`src/core/comparator_defines.vh`:
```
// constants for the comparator control block
// assumes inclusion by bare name from core design files
`ifndef COMPARATOR_DEFINES_VH
`define COMPARATOR_DEFINES_VH

// ********************************************************
// register map
// ********************************************************
`define CMP_CTRL_ADDR      12'h000
`define CMP_ADDR_W         12

// ********************************************************
// field positions
// ********************************************************
`define CMP_ENABLE_BIT     15
`define CMP_OE_BIT         14
`define CMP_INV_BIT        13
`define CMP_RESULT_BIT     8
`define CMP_EDGE_HI        7
`define CMP_EDGE_LO        6
`define CMP_POS_BIT        4
`define CMP_NEG_HI         1
`define CMP_NEG_LO         0

// ********************************************************
// reset values
// ********************************************************
`define CMP_EDGE_RESET     2'h3
`define CMP_NEG_RESET      2'h3

// ********************************************************
// edge select codes
// ********************************************************
`define CMP_EDGE_NONE      2'h0
`define CMP_EDGE_RISE      2'h1
`define CMP_EDGE_FALL      2'h2
`define CMP_EDGE_BOTH      2'h3

// ********************************************************
// negative input codes
// ********************************************************
`define CMP_NEG_PIN_B      2'h0
`define CMP_NEG_PIN_C      2'h1
`define CMP_NEG_PIN_D      2'h2
`define CMP_NEG_VREF       2'h3

`endif

```
`src/core/comparator_sync.v`:
```
// two-stage synchroniser with edge pulses
// assumes the input is asynchronous to pclk
`timescale 1ns/1ps
module comparator_sync
(
    input  wire pclk,
    input  wire presetn,
    input  wire async_in,
    output wire sync_out,
    output wire rise_pulse,
    output wire fall_pulse
);

reg stage1_r;
reg stage2_r;
reg stage3_r;

// ********************************************************
// synchroniser
// ********************************************************
always @(posedge pclk or negedge presetn)
begin
    if (!presetn)
    begin
        stage1_r <= 1'b0;
        stage2_r <= 1'b0;
        stage3_r <= 1'b0;
    end
    else
    begin
        stage1_r <= async_in;
        stage2_r <= stage1_r;
        stage3_r <= stage2_r;
    end
end

assign sync_out   = stage2_r;
assign rise_pulse = stage2_r & ~stage3_r;
assign fall_pulse = ~stage2_r & stage3_r;

endmodule // comparator_sync

```
`src/core/comparator_control.v`:
```
// comparator channel control register and interrupt edge logic
// assumes an apb master on pclk and an analog core outside
// the core sees enable and both input selects as levels
// the raw comparator output arrives with no relation to pclk
//
// Our own choices: the register addresses and the APB slave port.
`timescale 1ns/1ps
`include "comparator_defines.vh"

// Summary of operation
// - enable bit 15 turns comparator on
// - clear enable powers down, fields kept
// - output enable bit 14 drives pin while enable bit 15 is set
// - polarity bit 13 inverts result
// - bit 8 reads comparator result
// - edge field selects both, fall, rise
// - edge code 00 gives no interrupt
// - inversion also feeds edge detector
// - bit 4 picks reference or pin a
// - bits 1-0 pick b, c, d, reference
// - unimplemented bits read zero, ignore writes
module comparator_control
(
    input  wire        pclk,
    input  wire        presetn,
    input  wire        psel,
    input  wire        penable,
    input  wire        pwrite,
    input  wire [11:0] paddr,
    input  wire [31:0] pwdata,
    input  wire [3:0]  pstrb,
    output wire [31:0] prdata,
    output wire        pready,
    output wire        pslverr,
    input  wire        comparator_raw,
    output wire        comparator_enable,
    output wire        positive_input_select,
    output wire [1:0]  negative_input_select,
    output wire        comparator_output_pin,
    output wire        comparator_output_pin_oe_n,
    output wire        comparator_interrupt
);

reg        enable_r;
reg        oe_r;
reg        invert_r;
reg  [1:0] edge_sel_r;
reg        pos_sel_r;
reg  [1:0] neg_sel_r;
reg        pin_r;
reg        irq_r;
reg  [31:0] rdata_r;
wire       sync_level;
wire       raw_rise;
wire       raw_fall;
wire       result;
wire       res_rise;
wire       res_fall;
wire       hit;
wire       wr;
wire       rd;
wire [31:0] ctrl_view;
wire [31:0] ctrl_fields;
wire [1:0]  lane_we;
wire        in_setup;
reg  [2:0]  bus_state_r;
reg  [2:0]  bus_state_nxt;
reg         enable_nxt;
reg         oe_nxt;
reg         invert_nxt;
reg  [1:0]  edge_sel_nxt;
reg         pos_sel_nxt;
reg  [1:0]  neg_sel_nxt;
reg         pin_nxt;
reg         irq_nxt;
reg         oe_n_r;
reg         oe_n_nxt;
reg  [31:0] rdata_nxt;

// ********************************************************
// local constants
// ********************************************************
localparam [11:0] CTRL_BYTE = `CMP_CTRL_ADDR;
localparam [2:0]  ST_IDLE   = 3'b001;
localparam [2:0]  ST_SETUP  = 3'b010;
localparam [2:0]  ST_ACCESS = 3'b100;

// ********************************************************
// decode functions
// ********************************************************
// byte lane that carries a control field bit
function lane_of;
    input integer pos;
    begin
        lane_of = pos[3];
    end
endfunction

// true for a control bit that software can see
function bit_live;
    input integer pos;
    begin
        bit_live = (pos == `CMP_ENABLE_BIT)
                || (pos == `CMP_OE_BIT)
                || (pos == `CMP_INV_BIT)
                || (pos == `CMP_RESULT_BIT)
                || (pos == `CMP_EDGE_HI)
                || (pos == `CMP_EDGE_LO)
                || (pos == `CMP_POS_BIT)
                || (pos == `CMP_NEG_HI)
                || (pos == `CMP_NEG_LO);
    end
endfunction

// edge field decode, code 00 takes nothing
function edge_take;
    input [1:0] code;
    input       rise;
    input       fall;
    begin
        case (code)
            `CMP_EDGE_BOTH: edge_take = rise | fall;
            `CMP_EDGE_FALL: edge_take = fall;
            `CMP_EDGE_RISE: edge_take = rise;
            default:        edge_take = 1'b0;
        endcase
    end
endfunction

// ********************************************************
// synchronise comparator output
// ********************************************************
comparator_sync u_sync
(
    .pclk       (pclk),
    .presetn    (presetn),
    .async_in   (comparator_raw),
    .sync_out   (sync_level),
    .rise_pulse (raw_rise),
    .fall_pulse (raw_fall)
);

// ********************************************************
// result polarity
// ********************************************************
// inversion applies to result and edge detector
assign result   = sync_level ^ invert_r;
assign res_rise = invert_r ? raw_fall : raw_rise;
assign res_fall = invert_r ? raw_rise : raw_fall;

// ********************************************************
// apb decode
// ********************************************************
assign hit     = (paddr[11:2] == CTRL_BYTE[11:2]);
assign wr      = psel & penable & pwrite & hit & in_setup;
assign rd      = psel & ~penable & ~pwrite;
assign pready  = 1'b1;
assign pslverr = psel & penable & ~hit & in_setup;

// ********************************************************
// apb phase tracker
// ********************************************************
// a write lands only in the access phase right after
// a setup phase, so a stuck penable cannot write twice
always @*
begin
    bus_state_nxt = ST_IDLE;
    case (bus_state_r)
        ST_IDLE:
        begin
            if (psel & ~penable)
                bus_state_nxt = ST_SETUP;
        end
        ST_SETUP:
        begin
            if (psel & penable)
                bus_state_nxt = ST_ACCESS;
            else if (psel)
                bus_state_nxt = ST_SETUP;
        end
        ST_ACCESS:
        begin
            if (psel & ~penable)
                bus_state_nxt = ST_SETUP;
        end
        default:
        begin
            // unknown codes fall back to idle
            bus_state_nxt = ST_IDLE;
        end
    endcase
end

always @(posedge pclk or negedge presetn)
begin
    if (!presetn)
        bus_state_r <= ST_IDLE;
    else
        bus_state_r <= bus_state_nxt;
end

assign in_setup = (bus_state_r == ST_SETUP);

// ********************************************************
// byte lane write enables
// ********************************************************
// lanes 2 and 3 hold no fields
genvar lane;
generate
    for (lane = 0; lane < 2; lane = lane + 1)
    begin : g_lane
        assign lane_we[lane] = wr & pstrb[lane];
    end
endgenerate

// readback fields in place, then masked to the live bits
assign ctrl_fields = {16'h0000, enable_r, oe_r, invert_r, 4'h0,
                      result, edge_sel_r, 1'b0, pos_sel_r, 2'h0,
                      neg_sel_r};

genvar vbit;
generate
    for (vbit = 0; vbit < 32; vbit = vbit + 1)
    begin : g_view
        assign ctrl_view[vbit] = ctrl_fields[vbit] & bit_live(vbit);
    end
endgenerate

// ********************************************************
// control register
// ********************************************************
// each field moves only when its own byte lane is written;
// enable never disturbs the other fields
always @*
begin
    enable_nxt   = enable_r;
    oe_nxt       = oe_r;
    invert_nxt   = invert_r;
    edge_sel_nxt = edge_sel_r;
    pos_sel_nxt  = pos_sel_r;
    neg_sel_nxt  = neg_sel_r;
    if (lane_we[lane_of(`CMP_ENABLE_BIT)])
        enable_nxt = pwdata[`CMP_ENABLE_BIT];
    if (lane_we[lane_of(`CMP_OE_BIT)])
        oe_nxt = pwdata[`CMP_OE_BIT];
    if (lane_we[lane_of(`CMP_INV_BIT)])
        invert_nxt = pwdata[`CMP_INV_BIT];
    if (lane_we[lane_of(`CMP_EDGE_HI)])
        edge_sel_nxt = pwdata[`CMP_EDGE_HI:`CMP_EDGE_LO];
    if (lane_we[lane_of(`CMP_POS_BIT)])
        pos_sel_nxt = pwdata[`CMP_POS_BIT];
    if (lane_we[lane_of(`CMP_NEG_HI)])
        neg_sel_nxt = pwdata[`CMP_NEG_HI:`CMP_NEG_LO];
end

always @(posedge pclk or negedge presetn)
begin
    if (!presetn)
    begin
        enable_r   <= 1'b0;
        oe_r       <= 1'b0;
        invert_r   <= 1'b0;
        edge_sel_r <= `CMP_EDGE_RESET;
        pos_sel_r  <= 1'b0;
        neg_sel_r  <= `CMP_NEG_RESET;
    end
    else
    begin
        enable_r   <= enable_nxt;
        oe_r       <= oe_nxt;
        invert_r   <= invert_nxt;
        edge_sel_r <= edge_sel_nxt;
        pos_sel_r  <= pos_sel_nxt;
        neg_sel_r  <= neg_sel_nxt;
    end
end

// ********************************************************
// read data
// ********************************************************
// captured in the setup phase and held until the next read
always @*
begin
    rdata_nxt = rdata_r;
    if (rd)
    begin
        if (hit)
            rdata_nxt = ctrl_view;
        else
            rdata_nxt = 32'h00000000;
    end
end

always @(posedge pclk or negedge presetn)
begin
    if (!presetn)
        rdata_r <= 32'h00000000;
    else
        rdata_r <= rdata_nxt;
end

assign prdata = rdata_r;

// ********************************************************
// output pin and interrupt pulse
// ********************************************************
// the pin is released whenever the module is off
// oe_n follows the next fields so it moves with the write
always @*
begin
    pin_nxt  = result;
    oe_n_nxt = ~(oe_nxt & enable_nxt);
    irq_nxt  = enable_r
             & edge_take(edge_sel_r, res_rise, res_fall);
end

always @(posedge pclk or negedge presetn)
begin
    if (!presetn)
    begin
        pin_r  <= 1'b0;
        irq_r  <= 1'b0;
        oe_n_r <= 1'b1;
    end
    else
    begin
        pin_r  <= pin_nxt;
        irq_r  <= irq_nxt;
        oe_n_r <= oe_n_nxt;
    end
end

// ********************************************************
// analog side outputs
// ********************************************************
assign comparator_enable          = enable_r;
assign comparator_output_pin      = pin_r;
assign comparator_output_pin_oe_n = oe_n_r;
assign comparator_interrupt       = irq_r;
assign positive_input_select      = pos_sel_r;
assign negative_input_select      = neg_sel_r;

endmodule // comparator_control

```
`config.mk`:
```
export PLATFORM = sky130hd
export DESIGN_NAME = comparator_control
export DESIGN_NICKNAME = d
export VERILOG_FILES = /design/src/core/comparator_sync.v /design/src/core/comparator_control.v
export VERILOG_INCLUDE_DIRS = /design/src /design/src/core
export SDC_FILE = /design/constraint.sdc
export NUM_CORES = 1
export LEC_CHECK = 0
export BUFFER_PORTS_ARGS = -buffer_cell sky130_fd_sc_hd__buf_2
export CORE_MARGIN = 4
export CORE_UTILIZATION = 35
export CTS_BUF_LIST = sky130_fd_sc_hd__clkbuf_8
export CTS_CLUSTER_DIAMETER = 150
export DETAILED_ROUTE_END_ITERATION = 6
export GPL_TIMING_DRIVEN = 0
export HOLD_SLACK_MARGIN = 0.1
export PLACE_DENSITY = 0.72
export SLEW_MARGIN = 25
export SYNTH_ARGS = -nofsm -noshare
export SYNTH_HDL_FRONTEND = slang
export SYNTH_SLANG_ARGS = --single-unit
```
`constraint.sdc`:
```
create_clock -name pclk -period 1.87 [get_ports pclk]
set_input_delay 0.374 -clock pclk [delete_from_list [all_inputs] [get_ports pclk]]
set_output_delay 0.374 -clock pclk [all_outputs]
set_load 0.01 [all_outputs]
```
==> impl_metrics.toml <==
[worst_hold_path]
hp-class = "in2async"

[floorplan]
start_util_pct = 37.1
rows = 21
die_area_um2 = 4650
die_x_um = 68.2
ios = 95
dieHeight_um = 68.2
core-area_um2 = 3420

[synth]
synth_common_cells = "24 x buf_4, 21 x nand2_1, 20 x dfrtp_1"
yosys.area.top_type = "dfrtp_1"
yosys.cell_types.count = 27
syn_area_um2 = 1270
synth-edff-count = 0
synth_seq_cells = 26
synthFlopType = "dfrtp_1"
synth_top_area_share_pct = 39.5
synth.most_common_cell = "buf_4"
avgSynthCellArea_um2 = 10.7
seq_area_frac_synth_pct = 51.9
synth_cells = 118
synthTopCellsByArea = "dfrtp_1 39%, buf_4 14%, dfstp_2 12%"
synthArstFlopShare_pct = 100
yosysWarnings = 0

[clock_tree]
clock_latency_ns = 0.27
cts_hold_buffers = 0
cts_buffers = 3
cts_tree = "yes"
cts_htree_levels = 1
clock_tree.root_cell = "clkbuf_8"
clk_pin_slew_ns = 0.09
clockBufferDepth = 2
cts_num_sinks = 26

[final_layout]
multiInputGateArea_um2 = 510
fillers = 333
antennaDiodeCount = 0
drive_gt1_share_pct = 49.5
ff_latch_area_um2 = 658
areaGrowthSynthToFinish_pct = 35.2
layout.nets = 243

[setup_path]
cp.required_ns = 1.50
worstRegToRegCells = 4
r2r_start = "bus_state_r[2]"
path_max_fanout = 3
rrSetupSlack_ns = 0.30
end_kind = "output pin"
cp.arrival_ns = 1.65
worstReg2RegEnd = "comparator_enable"
cp_slowest_cell = "or4_4"
crit_path_start_kind = "input pin"
max_stage_delay_ns = 0.54
crit_type = "in2out"
path_cells = "buf_6, or4_4, nor4_4, clkbuf_8, nor3_2, buf_2"

[run]
drv_cap = 0

[sta]
skew_ns = 0.0106
period_minus_slack_ns = 2.03
timing.final.hold_violations = 0
tightest_slew_ns = 0.559
maxSlewHeadroom_pct = 62.6
fmax_mhz = 493
setup_viol = 1
rsz0062_at_grt = "yes"
finalCritPeriodShare_pct = 108
finalSetupTns_ns = -0.158
drv_slew = 0
setup_ws_ns = -0.158

[global_routing]
grt_max_degree = 27
track_usage_pct = 12.1
grt_overflow = 0
grt_pass1_vias = 972
antenna_found_initial = 0
grt_pass1_wl_um = 4220

[placed_design]
hpwlAfterDp_um = 2150
gp_congestion = 0.742
io_buffers = 42
dp_slack_ns = -0.299

[power_and_ir_drop]
power_frac_comb_pct = 12.0
switching_power_uw = 240
p_int_uw = 823
power_frac_seq_pct = 54.4
netSwitchingFraction_pct = 22.6
p_clk_share_pct = 33.6
power.leakage_nw = 0.952
peakVddDrop_mv = 0.370
powerDensity_nw_per_um2 = 620

[route]
first_pass_iters = 4
routed_wl_um = 2690
vias = 990
wl_per_cell_um = 11.5
drt-initial-drc-count = 3
drc_errors = 0
detail-route-antenna-nets = 0
avgViaCountPerCell = 4.23

[run_status]
violations = "negative setup slack"
status = "finished, violations left"
-- layout by cell type (no fill, tap or decap), types with 2 or more instances in the layout --
master and count:
o21ai_0 2, clkbuf_8 5, buf_2 41, mux2_2 9
nor2b_1 2, nor2_1 3, nand2_1 21, conb_1 24
buf_4 26, dfstp_2 6, dfrtp_1 20, xor2_1 2
nand3_1 9, nand4_1 2
-- worst max path at each step --
stage               to  slack, ns  cells after the start  startpoint
6_report       pslverr      -0.16                      6    paddr[5]
5_1_grt        pslverr      -0.23                      6    paddr[5]
4_1_cts        pslverr      -0.16                      6    paddr[5]
3_5_place_dp   pslverr      -0.30                      6    paddr[5]
3_3_place_gp   pslverr      -0.26                      6    paddr[5]
2_1_floorplan  pslverr       0.03                      4    paddr[5]
-- critical path: cells and delay by family --
family                 cells  cell delay, ns
AND/OR/NAND/NOR            3            0.86
buffers and inverters      3            0.42
-- sequential cells by signal (all words and copies together) (netlist names) --
| name | flops |
|---|---|
| prdata | 9 |
| bus_state_r | 3 |
| edge_sel_r | 2 |
| negative_input_select | 2 |
| comparator_enable | 1 |
| comparator_interrupt | 1 |
| comparator_output_pin | 1 |
| comparator_output_pin_oe_n | 1 |
| invert_r | 1 |
| oe_r | 1 |
| positive_input_select | 1 |
| u_sync.stage1_r | 1 |
| u_sync.stage3_r | 1 |
| u_sync.sync_out | 1 |
-- logic make-up after synthesis --
family | Yosys count | synth area share (%)
and+or+nand+nor | 46 | 19.5
buffers and inverters | 27 | 15.1
DFF | 26 | 51.9
muxes | 10 | 8.79
AOI/OAI and AO/OA | 5 | 2.67
xor gates and xnor gates | 2 | 1.38
other | 2 | 0.593
-- power groups by stage --
stage          registers, mW  logic (mW)  clock network, mW
5_1_grt                0.580       0.144              0.390
4_1_cts                0.578       0.126              0.371
6_report               0.578       0.127              0.357
2_1_floorplan          0.588      0.0773                  0
3_3_place_gp           0.588       0.122                  0
3_5_place_dp           0.588       0.124                  0
-- timing repair --
action | CTS | global route
gates resized for setup | 4 | 0
buffers inserted | 1 | 1
endpoints found under the setup margin | 1 | 6
cloned | 0 | 0
-- cell type report --
cell class / instances / share of cell area [%]
clock buffers: 4 / 3.21
flip-flops and latches: 26 / 38.4
multi-input cells: 87 / 29.8
well taps: 46 / 3.36
inverters: 1 / 0.219
repair buffers: 44 / 13.5
plain buffers: 26 / 11.5
-- routing by layer --
metal | track usage [%] | up-vias | share of wire (%)
met1 | 14.6 | 443 | 40
met3 | 4.27 | 4 | 13
li1 | - | 488 | -
met5 | 0 | - | 0
met4 | 5.21 | 0 | 1.1
met2 | 19.5 | 55 | 46
-- metrics by stage --
stage               cells  power (mW)  instance area, um^2  hold slack (ns)  util [%]
floorplan             140       0.665                 1350           0.0784         -
global placement      228       0.710                 1620            0.335      47.4
detailed placement    228       0.713                 1620            0.335      47.4
CTS                   233        1.07                 1700            0.104      49.8
global route          234        1.11                 1710            0.126      50.2
finish                234        1.06                 1710           0.0858      50.2
(Power assumes the default switching activity.)
